===== src/rtl/tse_pkg.sv =====
// shared constants for the timer sync, event and status block
package tse_pkg;
  // register offsets are indices; byte address is four times the index
  localparam logic [7:0] IDX_MTC = 8'h01;
  localparam logic [7:0] IDX_SMC = 8'h02;
  localparam logic [7:0] IDX_IEN = 8'h03;
  localparam logic [7:0] IDX_EVF = 8'h04;
  localparam logic [7:0] IDX_OCF = 8'h05;
  localparam logic [7:0] IDX_SWE = 8'h06;
  localparam logic [7:0] IDX_CTL = 8'h07;
  localparam logic [7:0] IDX_CNT = 8'h08;
  localparam int ADDR_LSB = 2;
  localparam logic [7:0] RESET_BYTE = 8'h00;
  // field positions
  localparam int MMS_LO = 4;
  localparam int MSM_BIT = 7;
  localparam int TS_LO = 4;
  localparam int SMS_LO = 0;
  localparam int TRG_BIT = 6;
  localparam int UPD_BIT = 0;
  localparam int CH_LO = 1;
  localparam int CTL_CEN = 0;
  localparam int CTL_UPDATE_DISABLE = 1;
  localparam int CTL_URS = 2;
  localparam int CTL_DIR_LO = 4;
  // writable masks
  localparam logic [7:0] MTC_MASK = 8'h70;
  localparam logic [7:0] SMC_MASK = 8'hf7;
  localparam logic [7:0] FLAG_MASK = 8'h4f;
  localparam logic [7:0] OVC_MASK = 8'h0e;
  localparam logic [7:0] CTL_MASK = 8'h77;
  // master output codes
  localparam logic [2:0] MMS_RESET = 3'h0;
  localparam logic [2:0] MMS_ENABLE = 3'h1;
  localparam logic [2:0] MMS_UPDATE = 3'h2;
  // trigger source codes
  localparam logic [2:0] TS_INTERNAL_TRIGGER_ZERO = 3'h0;
  localparam logic [2:0] TS_INTERNAL_TRIGGER_THREE = 3'h3;
  localparam logic [2:0] TS_EDGE1 = 3'h4;
  localparam logic [2:0] TS_FILT1 = 3'h5;
  localparam logic [2:0] TS_FILT2 = 3'h6;
  localparam logic [2:0] TS_EXT = 3'h7;
  // slave behaviour codes
  localparam logic [2:0] SMS_OFF = 3'h0;
  localparam logic [2:0] SMS_RESET = 3'h4;
  localparam logic [2:0] SMS_GATED = 3'h5;
  localparam logic [2:0] SMS_TRIG = 3'h6;
  localparam logic [2:0] SMS_EXTCLK = 3'h7;
  localparam int CHANNELS = 3;
endpackage


===== src/rtl/tse_timer_sync.sv =====
// timer synchronisation, interrupt flags and software event generation
//
// Chosen here: the APB slave port.
`timescale 1ns/1ps
module tse_timer_sync #(
  parameter int CNT_W = 16
) (
  input wire logic clk,
  input wire logic rst_n,
  input wire logic psel,
  input wire logic penable,
  input wire logic pwrite,
  input wire logic [31:0] paddr,
  input wire logic [31:0] pwdata,
  output logic [31:0] prdata,
  output logic pready,
  output logic pslverr,
  input wire logic internalTriggerZero,
  input wire logic internalTriggerThree,
  input wire logic chan1EdgeDetect,
  input wire logic filteredInputOne,
  input wire logic filteredInputTwo,
  input wire logic filteredExternalTrigger,
  input wire logic counterOverflow,
  input wire logic [CNT_W-1:0] counterValue,
  input wire logic [2:0] chanMatch,
  input wire logic [2:0] chanCapture,
  input wire logic [2:0] chanLowByteRead,
  output logic triggerOutput,
  output logic counterReinit,
  output logic prescalerClear,
  output logic updateEvent,
  output logic counterTick,
  output logic counterRunning,
  output logic [2:0] softCapture,
  output logic [CNT_W-1:0] softCaptureValue,
  output logic triggerIrq,
  output logic [2:0] chanIrq,
  output logic updateIrq
);
  // ----------------------------------------------------------------
  // register storage
  // ----------------------------------------------------------------
  logic [7:0] masterCtl_r;
  logic [7:0] slaveCtl_r;
  logic [7:0] irqEnable_r;
  logic trigFlag_r;
  logic updFlag_r;
  logic [2:0] chanFlags;
  logic [2:0] chanOver;
  logic [7:0] timerCtl_r;
  logic [7:0] swCmd_r;
  logic trigInDly_r;
  logic trigDelayed_r;
  logic trigFallDly_r;
  logic trigStarted_r;
  logic [CNT_W-1:0] capValue_r;
  logic [2:0] softCap_r;
  logic trigOutSrc;

  logic [7:0] regIdx;
  logic wrAcc;
  logic rdAcc;
  logic [7:0] wByte;
  logic [2:0] masterSel;
  logic [2:0] srcSel;
  logic [2:0] slaveSel;
  logic syncDelay;
  logic trigIn;
  logic trigRise;
  logic trigFall;
  logic trigRiseEff;
  logic gateEff;
  logic counterEnable;
  logic hwReset;
  logic updateEv;
  logic updFlagSet;
  logic trigFlagSet;
  logic [2:0] chanIsInput;
  logic [2:0] chanEvent;
  logic [2:0] chanFlagClr;

  localparam int ADDR_LSB_W = tse_pkg::ADDR_LSB + 8;
  localparam int ADDR_LSB = tse_pkg::ADDR_LSB;
  assign regIdx = paddr[ADDR_LSB_W-1:ADDR_LSB];
  assign wrAcc = psel && penable && pwrite;
  assign rdAcc = psel && penable && !pwrite;
  assign wByte = pwdata[7:0];
  assign pready = 1'b1;
  assign pslverr = 1'b0;
  assign masterSel = masterCtl_r[tse_pkg::MMS_LO +: 3];
  assign srcSel = slaveCtl_r[tse_pkg::TS_LO +: 3];
  assign slaveSel = slaveCtl_r[tse_pkg::SMS_LO +: 3];
  assign syncDelay = slaveCtl_r[tse_pkg::MSM_BIT];
  assign chanIsInput = timerCtl_r[tse_pkg::CTL_DIR_LO +: 3];

  // ----------------------------------------------------------------
  // trigger input selection and edge detection
  // ----------------------------------------------------------------
  always_comb begin
    trigIn = 1'b0;
    unique case (srcSel)
      tse_pkg::TS_INTERNAL_TRIGGER_ZERO: trigIn = internalTriggerZero;
      tse_pkg::TS_INTERNAL_TRIGGER_THREE: trigIn = internalTriggerThree;
      tse_pkg::TS_EDGE1: trigIn = chan1EdgeDetect;
      tse_pkg::TS_FILT1: trigIn = filteredInputOne;
      tse_pkg::TS_FILT2: trigIn = filteredInputTwo;
      tse_pkg::TS_EXT: trigIn = filteredExternalTrigger;
      default: trigIn = 1'b0;
    endcase
  end

  always_ff @(posedge clk or negedge rst_n) begin
    if (!rst_n) begin
      trigInDly_r <= 1'b0;
    end else begin
      trigInDly_r <= trigIn;
    end
  end

  // the edge detector trusts software to hold the source steady
  assign trigRise = trigIn && !trigInDly_r;
  assign trigFall = !trigIn && trigInDly_r;

  // delay the trigger effect one cycle so linked timers see trigger output first
  always_ff @(posedge clk or negedge rst_n) begin
    if (!rst_n) begin
      trigDelayed_r <= 1'b0;
      trigFallDly_r <= 1'b0;
    end else begin
      trigDelayed_r <= trigRise;
      trigFallDly_r <= trigFall;
    end
  end

  assign trigRiseEff = syncDelay ? trigDelayed_r : trigRise;
  assign gateEff = syncDelay ? trigInDly_r : trigIn;

  // ----------------------------------------------------------------
  // slave behaviour
  // ----------------------------------------------------------------
  always_ff @(posedge clk or negedge rst_n) begin
    if (!rst_n) begin
      trigStarted_r <= 1'b0;
    end else if (slaveSel != tse_pkg::SMS_TRIG) begin
      trigStarted_r <= 1'b0;
    end else if (trigRiseEff) begin
      trigStarted_r <= 1'b1;
    end
  end

  always_comb begin
    counterEnable = timerCtl_r[tse_pkg::CTL_CEN];
    counterTick = 1'b0;
    hwReset = 1'b0;
    unique case (slaveSel)
      tse_pkg::SMS_RESET: begin
        hwReset = trigRiseEff;
      end
      tse_pkg::SMS_GATED: begin
        counterEnable = timerCtl_r[tse_pkg::CTL_CEN] | gateEff;
      end
      tse_pkg::SMS_TRIG: begin
        counterEnable = timerCtl_r[tse_pkg::CTL_CEN] | trigStarted_r;
      end
      default: begin
      end
    endcase
    if (slaveSel == tse_pkg::SMS_EXTCLK) begin
      counterTick = counterEnable && trigRiseEff;
    end else if (slaveSel == tse_pkg::SMS_GATED) begin
      counterTick = gateEff;
    end else begin
      counterTick = counterEnable;
    end
  end

  assign counterReinit = swCmd_r[tse_pkg::UPD_BIT] || hwReset;
  assign prescalerClear = counterReinit;
  assign updateEv = !timerCtl_r[tse_pkg::CTL_UPDATE_DISABLE] &&
    (counterOverflow || swCmd_r[tse_pkg::UPD_BIT] || hwReset);
  assign updateEvent = updateEv;
  assign counterRunning = counterEnable;

  // ----------------------------------------------------------------
  // trigger output
  // ----------------------------------------------------------------
  always_comb begin
    trigOutSrc = 1'b0;
    unique case (masterSel)
      tse_pkg::MMS_RESET: trigOutSrc = swCmd_r[tse_pkg::UPD_BIT] || hwReset;
      tse_pkg::MMS_ENABLE: trigOutSrc = counterEnable;
      tse_pkg::MMS_UPDATE: trigOutSrc = updateEv;
      default: trigOutSrc = 1'b0;
    endcase
  end

  // registered output: every selected source lags the internal event by one edge
  always_ff @(posedge clk or negedge rst_n) begin
    if (!rst_n) begin
      triggerOutput <= 1'b0;
    end else begin
      triggerOutput <= trigOutSrc;
    end
  end

  // ----------------------------------------------------------------
  // command register: self-clearing one cycle after the write
  // ----------------------------------------------------------------
  always_ff @(posedge clk or negedge rst_n) begin
    if (!rst_n) begin
      swCmd_r <= tse_pkg::RESET_BYTE;
    end else if (wrAcc && regIdx == tse_pkg::IDX_SWE) begin
      swCmd_r <= wByte & tse_pkg::FLAG_MASK;
    end else begin
      swCmd_r <= tse_pkg::RESET_BYTE;
    end
  end

  // ----------------------------------------------------------------
  // status flags; a hardware set wins over a software clear
  // ----------------------------------------------------------------
  assign trigFlagSet = swCmd_r[tse_pkg::TRG_BIT] ||
    (slaveSel != tse_pkg::SMS_OFF &&
     (trigRiseEff || (slaveSel == tse_pkg::SMS_GATED && (syncDelay ?
       trigFallDly_r : trigFall))));
  assign updFlagSet = !timerCtl_r[tse_pkg::CTL_UPDATE_DISABLE] && (counterOverflow ||
    (!timerCtl_r[tse_pkg::CTL_URS] && (swCmd_r[tse_pkg::UPD_BIT] || hwReset)));

  for (genvar ch = 0; ch < tse_pkg::CHANNELS; ch++) begin : gChan
    localparam int FB = tse_pkg::CH_LO + ch;
    logic flag_r;
    logic overCap_r;
    assign chanEvent[ch] = swCmd_r[FB] ||
      (chanIsInput[ch] ? chanCapture[ch] : chanMatch[ch]);
    assign chanFlagClr[ch] = (wrAcc && regIdx == tse_pkg::IDX_EVF && !wByte[FB]) ||
      (chanIsInput[ch] && chanLowByteRead[ch]);

    always_ff @(posedge clk or negedge rst_n) begin
      if (!rst_n) begin
        flag_r <= 1'b0;
      end else if (chanEvent[ch]) begin
        flag_r <= 1'b1;
      end else if (chanFlagClr[ch]) begin
        flag_r <= 1'b0;
      end
    end

    always_ff @(posedge clk or negedge rst_n) begin
      if (!rst_n) begin
        overCap_r <= 1'b0;
      end else if (chanIsInput[ch] && chanEvent[ch] && flag_r) begin
        overCap_r <= 1'b1;
      end else if (wrAcc && regIdx == tse_pkg::IDX_OCF && !wByte[FB]) begin
        overCap_r <= 1'b0;
      end
    end

    assign chanFlags[ch] = flag_r;
    assign chanOver[ch] = overCap_r;
    assign chanIrq[ch] = flag_r && irqEnable_r[FB];
  end

  always_ff @(posedge clk or negedge rst_n) begin
    if (!rst_n) begin
      trigFlag_r <= 1'b0;
    end else if (trigFlagSet) begin
      trigFlag_r <= 1'b1;
    end else if (wrAcc && regIdx == tse_pkg::IDX_EVF && !wByte[tse_pkg::TRG_BIT]) begin
      trigFlag_r <= 1'b0;
    end
  end

  always_ff @(posedge clk or negedge rst_n) begin
    if (!rst_n) begin
      updFlag_r <= 1'b0;
    end else if (updFlagSet) begin
      updFlag_r <= 1'b1;
    end else if (wrAcc && regIdx == tse_pkg::IDX_EVF && !wByte[tse_pkg::UPD_BIT]) begin
      updFlag_r <= 1'b0;
    end
  end

  assign triggerIrq = trigFlag_r && irqEnable_r[tse_pkg::TRG_BIT];
  assign updateIrq = updFlag_r && irqEnable_r[tse_pkg::UPD_BIT];

  // ----------------------------------------------------------------
  // software capture of the running counter
  // ----------------------------------------------------------------
  always_ff @(posedge clk or negedge rst_n) begin
    if (!rst_n) begin
      capValue_r <= '0;
      softCap_r <= 3'h0;
    end else begin
      softCap_r <= swCmd_r[tse_pkg::CH_LO +: 3] & chanIsInput;
      if (|(swCmd_r[tse_pkg::CH_LO +: 3] & chanIsInput)) begin
        capValue_r <= counterValue;
      end
    end
  end

  assign softCapture = softCap_r;
  assign softCaptureValue = capValue_r;

  // ----------------------------------------------------------------
  // control registers
  // ----------------------------------------------------------------
  always_ff @(posedge clk or negedge rst_n) begin
    if (!rst_n) begin
      masterCtl_r <= tse_pkg::RESET_BYTE;
      slaveCtl_r <= tse_pkg::RESET_BYTE;
      irqEnable_r <= tse_pkg::RESET_BYTE;
      timerCtl_r <= tse_pkg::RESET_BYTE;
    end else if (wrAcc) begin
      unique case (regIdx)
        tse_pkg::IDX_MTC: masterCtl_r <= wByte & tse_pkg::MTC_MASK;
        tse_pkg::IDX_SMC: slaveCtl_r <= wByte & tse_pkg::SMC_MASK;
        tse_pkg::IDX_IEN: irqEnable_r <= wByte & tse_pkg::FLAG_MASK;
        tse_pkg::IDX_CTL: timerCtl_r <= wByte & tse_pkg::CTL_MASK;
        default: begin
        end
      endcase
    end
  end

  // ----------------------------------------------------------------
  // read path
  // ----------------------------------------------------------------
  always_comb begin
    unique case (regIdx)
      tse_pkg::IDX_MTC: prdata = {24'h000000, masterCtl_r};
      tse_pkg::IDX_SMC: prdata = {24'h000000, slaveCtl_r};
      tse_pkg::IDX_IEN: prdata = {24'h000000, irqEnable_r};
      tse_pkg::IDX_EVF: prdata = {24'h000000, 1'b0, trigFlag_r, 2'h0, chanFlags, updFlag_r};
      tse_pkg::IDX_OCF: prdata = {24'h000000, 4'h0, chanOver, 1'b0};
      tse_pkg::IDX_CTL: prdata = {24'h000000, timerCtl_r};
      tse_pkg::IDX_CNT: prdata = 32'(capValue_r);
      default: prdata = 32'h00000000;
    endcase
    if (!rdAcc) begin
      prdata = 32'h00000000;
    end
  end
endmodule


===== config.mk =====
export PLATFORM = sky130hd
export DESIGN_NAME = tse_timer_sync
export DESIGN_NICKNAME = d
export VERILOG_FILES = /design/src/rtl/tse_pkg.sv /design/src/rtl/tse_timer_sync.sv
export SDC_FILE = /design/constraint.sdc
export NUM_CORES = 1
export LEC_CHECK = 0
export BUFFER_PORTS_ARGS = -buffer_cell sky130_fd_sc_hd__clkbuf_2
export CORE_ASPECT_RATIO = 0.8
export CORE_MARGIN = 4
export CORE_UTILIZATION = 41
export DETAILED_ROUTE_END_ITERATION = 8
export PLACE_DENSITY_LB_ADDON = 0.25
export SLEW_MARGIN = 25
export SYNTH_ARGS = -nofsm -noshare
export SYNTH_HDL_FRONTEND = slang
export SYNTH_SLANG_ARGS = --single-unit
export TNS_END_PERCENT = 100

===== constraint.sdc =====
create_clock -name clk -period 2.3 [get_ports clk]
set_input_delay 0.46 -clock clk [delete_from_list [all_inputs] [get_ports clk]]
set_output_delay 0.46 -clock clk [all_outputs]
set_load 0.1 [all_outputs]

Yosys cells after proc, flatten, opt, wreduce, memory -nomap -nowiden --
Index checks and enable logic that the tools add are counted.
Storage, ports and cells: register bits after elaboration 60, word-level logic and storage cells 151
Cells by class: equal/unequal tests 20, mux-type cells 33, bitwise logic cells 3, reduce and logical (&&, ||, !) cells 75
Operator list (count):
- $pmux W16 S7 | 1
- $logic_and A1 B1 Y1 | 36
- $eq A8 B3 Y1 const B | 4
- $mux W32 | 1
- $mux W1 | 27
- $eq A3 B3 Y1 const B | 8
- $reduce_bool A2 Y1 | 9
- $eq A8 B2 Y1 const B | 2
- $logic_or A1 B1 Y1 | 12
- $logic_not A1 Y1 | 10
- $eq A8 B1 Y1 const B | 1
- $eq A8 B4 Y1 const B | 1
- $reduce_and A2 Y1 | 4
- $mux W7 | 1
- $eq A3 B2 Y1 const B | 2
- $logic_not A3 Y1 | 2
- $pmux W1 S6 | 1
- $and A3 B3 Y3 | 1
- $eq A3 B1 Y1 const B | 1
- $ne A3 B3 Y1 const B | 1
- $pmux W1 S3 | 1
- $reduce_bool A3 Y1 | 1
- $reduce_or A3 Y1 | 1
- $or A1 B1 Y1 | 2
- $pmux W1 S2 | 1

Depth between registers and ports, before layout --
Gate-level depths: netlist of the first run.
word-level depth 10, depth in mapped cells 7, gate-level depth less buffers 6

Worst setup path after synthesis of the first run --
No wires, ideal clock.
path type input port to output port, from in internalTriggerZero, to out counterTick, data arrival time 3.759 ns, required time 1.840 ns, setup slack -1.919 ns, cell stages on the path 5, cell sequence or3b_1 -> a21o_1 -> a211o_1 -> a21boi_0 -> o311ai_1
Between the ends: longest elaborated chain between the ends 6, elaborated cells on any way between the ends 9, those cells by class mux (6); bitwise (1); reduce/logical (2)
RTL lines:
- from (decl) | RTL line tse_timer_sync.sv:18 | input wire logic internalTriggerZero,
- $pmux W1 S6 (*) | RTL line tse_timer_sync.sv:102 | unique case (srcSel)
- $mux W1 | RTL line tse_timer_sync.sv:137 | assign gateEff = syncDelay ? trigInDly_r : trigIn;
- $or A1 B1 Y1 | RTL line tse_timer_sync.sv:161 | counterEnable = timerCtl_r[tse_pkg::CTL_CEN] | gateEff;
- $pmux W1 S2 | RTL line tse_timer_sync.sv:156 | unique case (slaveSel)
- $mux W1 / $logic_and A1 B1 Y1 (equally long branches) | RTL line tse_timer_sync.sv:171, tse_timer_sync.sv:170
- $mux W1 (*) | RTL line tse_timer_sync.sv:169 | if (slaveSel == tse_pkg::SMS_EXTCLK) begin
- to (decl) | RTL line tse_timer_sync.sv:33 | output logic counterTick,
Every way passes the cells marked *; elsewhere a longest branch is shown, timed or not.

Final worst setup path of the first run --
from reg slaveCtl_r[4], to out updateEvent
Between the ends: longest elaborated chain between the ends 7, elaborated cells on any way between the ends 12, those cells by class eq/ne (5); mux (3); reduce/logical (4)
RTL lines:
- from (decl) | RTL line tse_timer_sync.sv:45 | logic [7:0] slaveCtl_r;
- from (signal assigned) | RTL line tse_timer_sync.sv:311 | slaveCtl_r <= tse_pkg::RESET_BYTE;
- from (signal assigned) | RTL line tse_timer_sync.sv:317 | tse_pkg::IDX_SMC: slaveCtl_r <= wByte & tse_pkg::SMC_MASK;
- $eq A3 B3 Y1 (tied with other cells) | RTL line tse_timer_sync.sv:102
- $pmux W1 S6 (*) | RTL line tse_timer_sync.sv:102
- $logic_and A1 B1 Y1 (*) | RTL line tse_timer_sync.sv:122 | assign trigRise = trigIn && !trigInDly_r;
- $mux W1 (*) | RTL line tse_timer_sync.sv:136 | assign trigRiseEff = syncDelay ? trigDelayed_r : trigRise;
- $mux W1 (*) | RTL line tse_timer_sync.sv:156
- $logic_or A1 B1 Y1 (*) | RTL line tse_timer_sync.sv:181 | (counterOverflow || swCmd_r[tse_pkg::UPD_BIT] || hwReset);
- $logic_and A1 B1 Y1 (*) | RTL line tse_timer_sync.sv:180 | assign updateEv = !timerCtl_r[tse_pkg::CTL_UPDATE_DISABLE] &&
- to (decl) | RTL line tse_timer_sync.sv:32 | output logic updateEvent,
Marked as above.

==> results of run 1 <==
==> power groups by stage <==
| stage | registers, W | clock network (W) | logic, W |
|---|---|---|---|
| floorplan | 0.00120 | 0 | 0.000265 |
| global placement | 0.00110 | 0 | 0.000476 |
| detailed placement | 0.00110 | 0 | 0.000482 |
| CTS | 0.00108 | 0.000846 | 0.000487 |
| global route | 0.00109 | 0.000895 | 0.000517 |
| finish | 0.00108 | 0.000825 | 0.000490 |
==> cell usage in the layout (no fill, tap or decap), types with 5 or more instances in the layout <==
cell and n:
a21oi_1 5, a21oi_4 6, a22oi_2 7, and2_1 13
and2_4 9, buf_12 22, buf_4 27, buf_6 7
clkbuf_2 77, clkbuf_8 10, conb_1 18, dfrtp_1 58
inv_1 5, mux2_2 32, mux2_4 5, nand2_1 21
nand3_1 9, nor2_1 6, nor2_4 6, nor2b_1 6
o211ai_1 7, o21ai_0 10
==> how the worst max path moves through the flow <==
stage                  end  cells past startpoint                 from  slack (ns)
2_1_floorplan  counterTick                      5  internalTriggerZero       -0.55
3_3_place_gp     prdata[2]                      7             paddr[7]       -0.36
3_5_place_dp     prdata[2]                      7             paddr[7]       -0.36
4_1_cts        counterTick                      6        slaveCtl_r[4]       -0.51
5_1_grt        updateEvent                      8        slaveCtl_r[4]       -0.54
6_report       updateEvent                      8        slaveCtl_r[4]       -0.47
==> per-layer routing <==
layer	part of all wire (%)	wire, µm
met4	0.74	63
met3	7.4	635
met2	49	4160
met5	0	0
met1	43	3700
==> kinds of logic (layout without fill, tap and decap cells) <==
group	after synthesis	after routing
other	2	18
muxes	41	41
AOI/OAI and AO/OA	62	62
and+or+nand+nor	96	96
DFF	58	58
buffers and inverters	31	155
==> state kept, by name, indices dropped and copies added (netlist names), 5 cells and up <==
signal,flops
slaveCtl_r,7
softCaptureValue,16
timerCtl_r,6
irqEnable_r,5
swCmd_r,5
==> cell usage after synthesis (5+ instances only) <==
cell type / n / share of area [%]
nor2_1: 10 / 1.2
nor2b_1: 6 / 1.2
nand3_1: 9 / 1.4
a22oi_1: 9 / 2.1
o211ai_1: 7 / 1.6
nand2_1: 25 / 2.9
mux2_2: 32 / 11
mux2_4: 5 / 2.3
inv_1: 6 / 0.70
a21oi_1: 11 / 1.7
buf_4: 19 / 4.5
dfrtp_1: 58 / 45
and2_1: 21 / 4.1
o21ai_0: 12 / 1.9
==> per-stage QoR <==
stage	hold WS [ns]	TNS [ns]	setup WS, ns
after floorplan	0.164	-9.04	-0.548
after global placement	0.411	-5.94	-0.357
after detailed placement	0.417	-6.25	-0.357
after CTS	0.0375	-7.29	-0.509
after global routing	0.0574	-8.81	-0.540
final	0.0481	-7.18	-0.468
==> layout make-up <==
cell class | instances | area [µm²] | share of cell area [%]
Timing Repair Buffer | 133 | 1110 | 23.6
Multi-Input combinational cell | 217 | 1810 | 38.5
Clock buffer | 11 | 141 | 3.01
Clock inverter | 5 | 30.0 | 0.639
Inverter | 6 | 26.3 | 0.560
Tap cell | 105 | 131 | 2.80
Sequential cell | 58 | 1450 | 30.9
==> what timing repair did <==
| item | in CTS | in global routing |
|---|---|---|
| gates cloned | 0 | 0 |
| pin swaps | 21 | 9 |
| endpoints found under the hold margin | 0 | 0 |
| hold buffers | 0 | 0 |
| buffers inserted | 3 | 4 |
| setup endpoints to repair | 21 | 22 |
| resized for setup | 10 | 9 |
==> impl_summary.log, run 1 <==
INFO  metric status = finished with violations
INFO  metric failing_checks = negative setup slack
INFO  metric power.share.switching = 33.9%
INFO  metric synthesis.yosys.warnings = 0
INFO  metric cts.root.buffer_cell = clkbuf_8
INFO  metric synth_cell_type_count = 53
INFO  metric vias_in_the_first_global_route = 2583
INFO  metric detailroute.via_count = 2715
INFO  metric cp_data_arrival_time = 2.31 ns
INFO  metric antenna_violating_nets_remaining = 0
INFO  metric ioPinCount = 165
INFO  metric synthMuxAreaShare = 15.3%
INFO  metric synth_simple_gate_area_share = 19.2%
INFO  metric clock-skew-final = 0.00987 ns
INFO  metric worstPathCellList = buf_6, mux4_2, nand2_2, a211o_1, buf_6, buf_6, o31ai_4, buf_12
INFO  metric grt_start_max_net_pins = 27
INFO  metric timing.critical_path.from_type = register
INFO  metric first_pass_iters = 4
INFO  metric critPathSlowestCell = dfrtp_1
INFO  metric final-instance-count-excl-fill = 535
INFO  metric reg2regPathDepth = 10
INFO  metric gp_congestion = 0.816
INFO  metric finalHoldViolCount = 0
INFO  metric avgRoutedWirePerCell = 16.0 µm
INFO  metric worst_path_dominant_cell_family = buffers and inverters
INFO  metric drt-total-wl = 8560 µm
INFO  metric ys_seq_area_share = 45.4%
INFO  metric switching_power_of_the_nets = 0.000812 W
INFO  metric numCtsBuffers = 9
INFO  metric syn2layout_area_growth = 46.8%
INFO  metric mappedNetlistArea = 3200 µm²
INFO  metric synthesized_instance_count = 290
INFO  metric vdd_ir_drop_max = 0.000330 V
INFO  metric setup_ws = -0.468 ns
INFO  metric post_route_cells_drive_above_1_share = 54.7%
INFO  metric grt_pass1_wl = 13100 µm
INFO  metric worst_slew_margin_rel = 63.1%
INFO  metric design.die.area = 9290 µm²
INFO  metric cell_area_after_layout = 4700 µm²
INFO  metric critPathCaptureType = primary output
INFO  metric p_leak = 2.22 nW
INFO  metric rrSetupSlack = 0.13 ns
INFO  metric insertion_delay = 0.34 ns
INFO  metric globalRoute.totalOverflow = 0
INFO  metric globalRouteTotalUtil = 18.3%
INFO  metric r2r_end = triggerOutput
INFO  metric synth-edff-count = 0
INFO  metric synth_area_in_compound_gates = 13.7%
INFO  metric power.combinational.fraction = 20.4%
INFO  metric pwr-share-clk = 34.4%
INFO  metric cts_sink_count = 58
INFO  metric drtIter0Drc = 139
INFO  metric fillerInstances = 623
INFO  metric synth_ff_type = dfrtp_1
INFO  metric finish.utilization = 62.6%
INFO  metric die_h = 87.0 µm
INFO  metric hpwlAfterDp = 6720 µm
INFO  metric post_dp_cell_area = 4410 µm²
INFO  metric timing.final.setup_violations = 21
INFO  metric synthAdderAreaFrac = 0%
INFO  metric tightestPinTransition = 0.555 ns
INFO  metric drc_errors = 0
INFO  metric grt_setup_unrepaired = true
INFO  metric numPortBuffers = 98
INFO  metric antenna-diode-count = 0
INFO  metric fin_crit_sh = 120%
INFO  metric critPathMaxStageDelay = 0.41 ns
INFO  metric asyncSetResetFlopFracSynth = 100%
INFO  metric finalCriticalPeriod = 2.77 ns
INFO  metric cp_num_buf_inv = 4
INFO  metric cap_viol_max_count = 0
INFO  metric critical-path-top-cell-by-count = buf_6
INFO  metric clock_tree.buffer_depth = 2
INFO  metric clock_tree.htree_level_count = 3
INFO  metric ys_ff_latch = 58
INFO  metric nets = 526
INFO  metric power.density_cell_area = 510 nW/µm²
INFO  metric fp.coreArea = 7500 µm²
INFO  metric classification_of_the_worst_setup_path = reg2out
INFO  metric clkTransAtPathRegs = 0.07 ns
INFO  metric antenna_violations_before_repair = 0
INFO  metric post_drt_via_cell_ratio = 5.07
INFO  metric worstHoldPathType = in2async
INFO  metric dp.cells = 513
INFO  metric timing.critical_path.fanout_max = 3
INFO  metric worstReg2RegStart = slaveCtl_r[4]
INFO  metric tritoncts = built
INFO  metric chipWidth = 107 µm
INFO  metric num_rows = 28
INFO  metric synthesis.area_per_instance = 11.0 µm²
INFO  metric gr-usage-met2 = 29.3%
INFO  metric post_synth_xor_area_fraction = 0%
INFO  metric initial_core_util = 42.7%
INFO  metric global_route.usage.met3 = 6.08%
INFO  metric fmax = 361 MHz
INFO  metric grtUsageMet1 = 24.4%
INFO  metric seq_power_share = 45.1%
INFO  metric finalMaxSlewViolations = 0
INFO  metric grt-busiest-layer = met2
INFO  metric worst-endpoint-required = 1.84 ns
INFO  metric largest_family_of_logic_cells_by_synthesized_area = simple AND/OR/NAND/NOR gates
INFO  metric internal_power = 0.00158 W
INFO  metric total_power = 0.00240 W
(Power assumes the default switching activity.)
==> run 2: changes to the inputs <==
clock period = 2.71 ns   (was 2.3 ns; I/O delays follow)
==> impl_summary.log, run 2 (synthesized netlist as in run 1, its figures left out) <==
INFO  metric reg2regPathDepth = 7 (was 10)
INFO  metric status = finished with violations (unchanged)
INFO  metric vdd_ir_drop_max = 0.000299 V (was 0.000330 V)
INFO  metric clock-skew-final = 0.00667 ns (was 0.00987 ns)
INFO  metric timing.final.setup_violations = 19 (was 21)
INFO  metric fp.coreArea = 7500 µm² (unchanged)
INFO  metric timing.critical_path.from_type = primary input (was register)
INFO  metric cts.root.buffer_cell = clkbuf_8 (unchanged)
INFO  metric clock_tree.buffer_depth = 2 (unchanged)
INFO  metric critPathMaxStageDelay = 0.58 ns (was 0.41 ns)
INFO  metric drtIter0Drc = 161 (was 139)
INFO  metric initial_core_util = 42.7% (unchanged)
INFO  metric layout_common_cells = clkbuf_2 (77), dfrtp_1 (58), mux2_2 (32) (unchanged)
INFO  metric hpwlAfterDp = 6530 µm (was 6720 µm)
INFO  metric tightestPinTransition = 0.740 ns (was 0.555 ns)
INFO  metric cap_viol_max_count = 0 (unchanged)
INFO  metric syn2layout_area_growth = 43.1% (was 46.8%)
INFO  metric worst_slew_margin_rel = 50.7% (was 63.1%)
INFO  metric rrSetupSlack = 0.65 ns (was 0.13 ns)
INFO  metric grt_setup_unrepaired = true (unchanged)
INFO  metric power.combinational.fraction = 19.9% (was 20.4%)
INFO  metric power.density_cell_area = 444 nW/µm² (was 510 nW/µm²)
INFO  metric worstHoldPathType = in2async (unchanged)
INFO  metric post_drt_via_cell_ratio = 5.13 (was 5.07)
INFO  metric worstReg2RegStart = slaveCtl_r[4] (unchanged)
INFO  metric critPathCaptureType = primary output (unchanged)
INFO  metric detailroute.via_count = 2670 (was 2715)
INFO  metric worst-endpoint-required = 2.17 ns (was 1.84 ns)
INFO  metric power.share.switching = 33.2% (was 33.9%)
INFO  metric finish.utilization = 61.0% (was 62.6%)
INFO  metric globalRouteTotalUtil = 18.8% (was 18.3%)
INFO  metric post_dp_cell_area = 4290 µm² (was 4410 µm²)
INFO  metric first_pass_iters = 5 (was 4)
INFO  metric fmax = 348 MHz
INFO  metric tritoncts = built (unchanged)
INFO  metric design.die.area = 9290 µm² (unchanged)
INFO  metric die_h = 87.0 µm (unchanged)
INFO  metric fin_crit_sh = 106%
INFO  metric grt_pass1_wl = 13500 µm (was 13100 µm)
INFO  metric clock_tree.htree_level_count = 3 (unchanged)
INFO  metric finalHoldViolCount = 0 (unchanged)
INFO  metric critPathSlowestCell = or4_4 (was dfrtp_1)
INFO  metric antenna_violations_before_repair = 0 (unchanged)
INFO  metric antenna-diode-count = 0 (unchanged)
INFO  metric cp_data_arrival_time = 2.33 ns (was 2.31 ns)
INFO  metric pwr-share-clk = 34.8% (was 34.4%)
INFO  metric vias_in_the_first_global_route = 2692 (was 2583)
INFO  metric grt_start_max_net_pins = 59 (was 27)
INFO  metric finalMaxSlewViolations = 0 (unchanged)
INFO  metric ioPinCount = 165 (unchanged)
INFO  metric internal_power = 0.00136 W (was 0.00158 W)
INFO  metric layout_commonest_cell = clkbuf_2 (unchanged)
INFO  metric cts_sink_count = 58 (unchanged)
INFO  metric post_route_cells_drive_above_1_share = 53.3% (was 54.7%)
INFO  metric avgRoutedWirePerCell = 16.7 µm (was 16.0 µm)
INFO  metric insertion_delay = 0.34 ns (about the same)
INFO  metric numPortBuffers = 98 (unchanged)
INFO  metric cell_area_after_layout = 4580 µm² (was 4700 µm²)
INFO  metric nets = 512 (was 526)
INFO  metric r2r_end = triggerOutput (unchanged)
INFO  metric switching_power_of_the_nets = 0.000675 W (was 0.000812 W)
INFO  metric timing.critical_path.fanout_max = 5 (was 3)
INFO  metric clkTransAtPathRegs = 0.06 ns (was 0.07 ns)
INFO  metric globalRoute.totalOverflow = 0 (unchanged)
INFO  metric gp_congestion = 0.862 (was 0.816)
INFO  metric drc_errors = 0 (unchanged)
INFO  metric largest_register_ffs = 16 (unchanged)
INFO  metric chipWidth = 107 µm (unchanged)
INFO  metric p_leak = 2.14 nW (was 2.22 nW)
INFO  metric seq_power_share = 45.3% (was 45.1%)
INFO  metric classification_of_the_worst_setup_path = in2out (was reg2out)
INFO  metric setup_ws = -0.160 ns (was -0.468 ns)
INFO  metric worstPathCellList = clkbuf_2, or4_4, or3_4, o31ai_2, nand2_1, a21oi_4, buf_12 (was buf_6, mux4_2, nand2_2, a211o_1, buf_6, buf_6, o31ai_4, buf_12)
INFO  metric num_rows = 28 (unchanged)
INFO  metric antenna_violating_nets_remaining = 0 (unchanged)
INFO  metric numCtsBuffers = 9 (unchanged)
INFO  metric drt-total-wl = 8670 µm (was 8560 µm)
INFO  metric failing_checks = negative setup slack (unchanged)
INFO  metric finalCriticalPeriod = 2.87 ns
==> run 2: cell count changes in the layout (fill, tap and decap cells not counted), sizes merged <==
cell / previous run / this run
buf: 56 / 42
clkbuf: 88 / 89
clkinvlp: 3 / 1
==> run 2: power groups by stage <==
stage | Sequential [W] | Clock, W | Combinational [W]
floorplan | 0.00102 | 0 | 0.000225
global placement | 0.000933 | 0 | 0.000394
detailed placement | 0.000934 | 0 | 0.000399
CTS | 0.000919 | 0.000727 | 0.000404
global route | 0.000923 | 0.000760 | 0.000426
finish | 0.000919 | 0.000706 | 0.000405
==> run 2: cell type report <==
class / instances / area [µm²]
multi-input combinational: 217 / 1810
sequential: 58 / 1450
clock inverter: 3 / 15.0
fill: 621 / 2920
clock buffer: 12 / 155
timing repair buffer: 119 / 987
inverter: 6 / 26.3
tap: 105 / 131
==> run 2: metal layers <==
layer  global-route usage [%]  vias up  wire length, µm
li1                         -     1256                -
met5                        0        -                0
met3                     5.19       15              575
met2                     30.3       90             4140
met1                     24.5     1309             3820
met4                     6.74        0              142
==> run 2: repair_timing <==
action,in CTS,in global routing
hold buffers,0,0
setup buffers,6,1
pin swaps,11,8
resized for setup,9,8
cloned,0,0
endpoints found under the setup margin,21,21
==> run 2: worst max path at each step <==
stage	from	endpoint	slack [ns]	cells past startpoint
after floorplan	internalTriggerZero	counterTick	-0.30	5
after global placement	paddr[7]	prdata[2]	-0.13	7
after detailed placement	paddr[7]	prdata[2]	-0.17	7
after CTS	paddr[7]	prdata[0]	-0.17	7
after global routing	paddr[7]	prdata[0]	-0.21	7
final	paddr[7]	prdata[0]	-0.16	7
==> run 2: worst max-delay path: cells and delay by family <==
kind,cells,cell delay [ns]
compound gates,2,0.40
buf+inv,2,0.27
simple gates,3,1.11
==> run 2: through the flow <==
stage / setup slack (ns) / setup TNS [ns] / std cells / power [W] / hold slack, ns
finish: -0.160 / -1.43 / 520 / 0.00203 / 0.350
global route: -0.208 / -2.69 / 520 / 0.00211 / 0.414
CTS: -0.168 / -1.54 / 519 / 0.00205 / 0.368
detailed placement: -0.172 / -1.61 / 498 / 0.00133 / 0.469
global placement: -0.131 / -1.43 / 498 / 0.00133 / 0.448
floorplan: -0.302 / -3.98 / 306 / 0.00124 / 0.246
==> run 3: changes to the inputs <==
CORE_UTILIZATION = 46   (was 41)
==> impl_summary.log, run 3 (synthesized netlist as in run 1, its figures left out) <==
INFO  metric vdd_ir_drop_max = 0.000317 V (was 0.000299 V)
INFO  metric tritoncts = built (unchanged)
INFO  metric design.die.area = 8360 µm² (was 9290 µm²)
INFO  metric fin_crit_sh = 105% (was 106%)
INFO  metric fillerInstances = 475 (was 621)
INFO  metric antenna_violations_before_repair = 0 (unchanged)
INFO  metric drt-total-wl = 8670 µm (about the same)
INFO  metric timing.critical_path.from_type = primary input (unchanged)
INFO  metric timing.critical_path.fanout_max = 5 (unchanged)
INFO  metric ioPinCount = 165 (unchanged)
INFO  metric avgRoutedWirePerCell = 17.1 µm (was 16.7 µm)
INFO  metric clock_tree.htree_level_count = 3 (unchanged)
INFO  metric setup_ws = -0.129 ns (was -0.160 ns)
INFO  metric post_dp_cell_area = 4290 µm² (about the same)
INFO  metric grt_start_max_net_pins = 59 (unchanged)
INFO  metric post_drt_via_cell_ratio = 5.34 (was 5.13)
INFO  metric critPathCaptureType = primary output (unchanged)
INFO  metric failing_checks = negative setup slack (unchanged)
INFO  metric layout_common_cells = clkbuf_2 (77), dfrtp_1 (58), mux2_2 (32) (unchanged)
INFO  metric cap_viol_max_count = 0 (unchanged)
INFO  metric cp_data_arrival_time = 2.30 ns (was 2.33 ns)
INFO  metric chipWidth = 101 µm (was 107 µm)
INFO  metric rrSetupSlack = 0.49 ns (was 0.65 ns)
INFO  metric clock-skew-final = 0.00888 ns (was 0.00667 ns)
INFO  metric cts.root.buffer_cell = clkbuf_8 (unchanged)
INFO  metric largest_register_ffs = 16 (unchanged)
INFO  metric hpwlAfterDp = 6460 µm (was 6530 µm)
INFO  metric clkTransAtPathRegs = 0.07 ns (was 0.06 ns)
INFO  metric worst_slew_margin_rel = 51.1% (was 50.7%)
INFO  metric grt_pass1_wl = 13400 µm (was 13500 µm)
INFO  metric crit_path_start = paddr[7] (unchanged)
INFO  metric reg2regPathDepth = 10 (was 7)
INFO  metric critPathMaxStageDelay = 0.55 ns (was 0.58 ns)
INFO  metric detailroute.via_count = 2700 (was 2670)
INFO  metric antenna-diode-count = 0 (unchanged)
INFO  metric tightestPinTransition = 0.734 ns (was 0.740 ns)
INFO  metric timing.final.setup_violations = 18 (was 19)
INFO  metric numPortBuffers = 98 (unchanged)
INFO  metric initial_core_util = 48.7% (was 42.7%)
INFO  metric clock_tree.buffer_depth = 2 (unchanged)
INFO  metric num_rows = 26 (was 28)
INFO  metric post_route_cells_drive_above_1_share = 54.0% (was 53.3%)
INFO  metric finalMaxSlewViolations = 0 (unchanged)
INFO  metric nets = 518 (was 512)
INFO  metric gp_congestion = 0.857 (was 0.862)
INFO  metric drc_errors = 0 (unchanged)
INFO  metric antenna_violating_nets_remaining = 0 (unchanged)
INFO  metric fp.coreArea = 6570 µm² (was 7500 µm²)
INFO  metric vias_in_the_first_global_route = 2648 (was 2692)
INFO  metric grt_setup_unrepaired = true (unchanged)
INFO  metric first_pass_iters = 5 (unchanged)
INFO  metric timing.hold.ws = 0.348 ns (was 0.350 ns)
INFO  metric globalRoute.totalOverflow = 0 (unchanged)
INFO  metric power.density_cell_area = 474 nW/µm² (was 444 nW/µm²)
INFO  metric cell_area_after_layout = 4650 µm² (was 4580 µm²)
INFO  metric syn2layout_area_growth = 45.4% (was 43.1%)
INFO  metric numCtsBuffers = 9 (unchanged)
INFO  metric worstPathCellList = clkbuf_2, or4_4, or3_4, nor2_4, a222oi_1, a21oi_4, buf_12 (was clkbuf_2, or4_4, or3_4, o31ai_2, nand2_1, a21oi_4, buf_12)
INFO  metric worst-endpoint-required = 2.17 ns (about the same)
INFO  metric r2r_end = updFlag_r (was triggerOutput)
INFO  metric layout_commonest_cell = clkbuf_2 (unchanged)
INFO  metric finalCriticalPeriod = 2.84 ns (was 2.87 ns)
INFO  metric fmax = 352 MHz (was 348 MHz)
INFO  metric die_h = 82.6 µm (was 87.0 µm)
INFO  metric classification_of_the_worst_setup_path = in2out (unchanged)
INFO  metric globalRouteTotalUtil = 21.1% (was 18.8%)
INFO  metric worstReg2RegStart = slaveCtl_r[4] (unchanged)
INFO  metric critical_path.endpoint = prdata[0] (unchanged)
INFO  metric total_power = 0.00221 W (was 0.00203 W)
INFO  metric status = finished with violations (unchanged)
INFO  metric cts_sink_count = 58 (unchanged)
INFO  metric insertion_delay = 0.34 ns (about the same)
INFO  metric p_leak = 2.18 nW (was 2.14 nW)
INFO  metric finalHoldViolCount = 0 (unchanged)
INFO  metric drtIter0Drc = 217 (was 161)
INFO  metric worstHoldPathType = in2async (unchanged)
INFO  metric critPathSlowestCell = or4_4 (unchanged)
INFO  metric cts_hold_buf = 0 (unchanged)
-- run 3: worst min-delay path by stage --
stage / start / to / slack (ns) / depth (start not counted)
after global placement: swCmd_r[6] / trigFlag_r / 0.45 / 2
final: rst_n / trigFallDly_r / 0.35 / 2
after global routing: rst_n / trigDelayed_r / 0.42 / 2
after detailed placement: swCmd_r[6] / trigFlag_r / 0.45 / 2
after CTS: rst_n / trigDelayed_r / 0.37 / 2
after floorplan: rst_n / gChan[0].flag_r / 0.25 / 0
-- run 3: per-layer routing --
metal	wire [µm]	up-vias	track usage [%]
met2	4370	102	35.0
li1	-	1267	-
met4	85	0	6.51
met5	0	-	0
met1	3530	1323	27.6
met3	684	8	4.95
-- run 3: final cells by class --
type                            instances  area, µm²  area share [%]
Multi-Input combinational cell        217       1820            39.1
Inverter                                6       26.3           0.565
Sequential cell                        58       1450            31.2
Clock buffer                           11        141            3.04
Clock inverter                          5       77.6            1.67
Timing Repair Buffer                  125       1030            22.2
Tap cell                               84        105            2.26
-- run 3: through the flow --
stage | instances | setup TNS [ns] | util (%) | setup WS [ns]
5_1_grt | 506 | -2.92 | 70.8 | -0.187
2_1_floorplan | 306 | -3.98 | - | -0.302
4_1_cts | 502 | -1.60 | 69.7 | -0.190
3_5_place_dp | 480 | -1.02 | 65.3 | -0.137
3_3_place_gp | 480 | -0.897 | 65.3 | -0.128
6_report | 506 | -1.40 | 70.8 | -0.129
-- run 3: worst max-delay path: cells and delay by family --
kind	cells	cell delay [ns]
buffers and inverters	2	0.27
AO/OA/AOI/OAI	2	0.32
AND/OR/NAND/NOR	3	1.15
-- run 3: power by group --
part	leakage, nW	internal (W)	switching [W]
Sequential	0.743	0.000894	0.0000250
Clock	0.109	0.000540	0.000338
Combinational	1.33	0.0000941	0.000316
-- run 3: what timing repair did --
action                     4_1_cts  5_1_grt
gates cloned                     0        0
pin swaps                       15        7
setup endpoints to repair       21       21
buffers inserted                 6        6
resized for setup                7        9
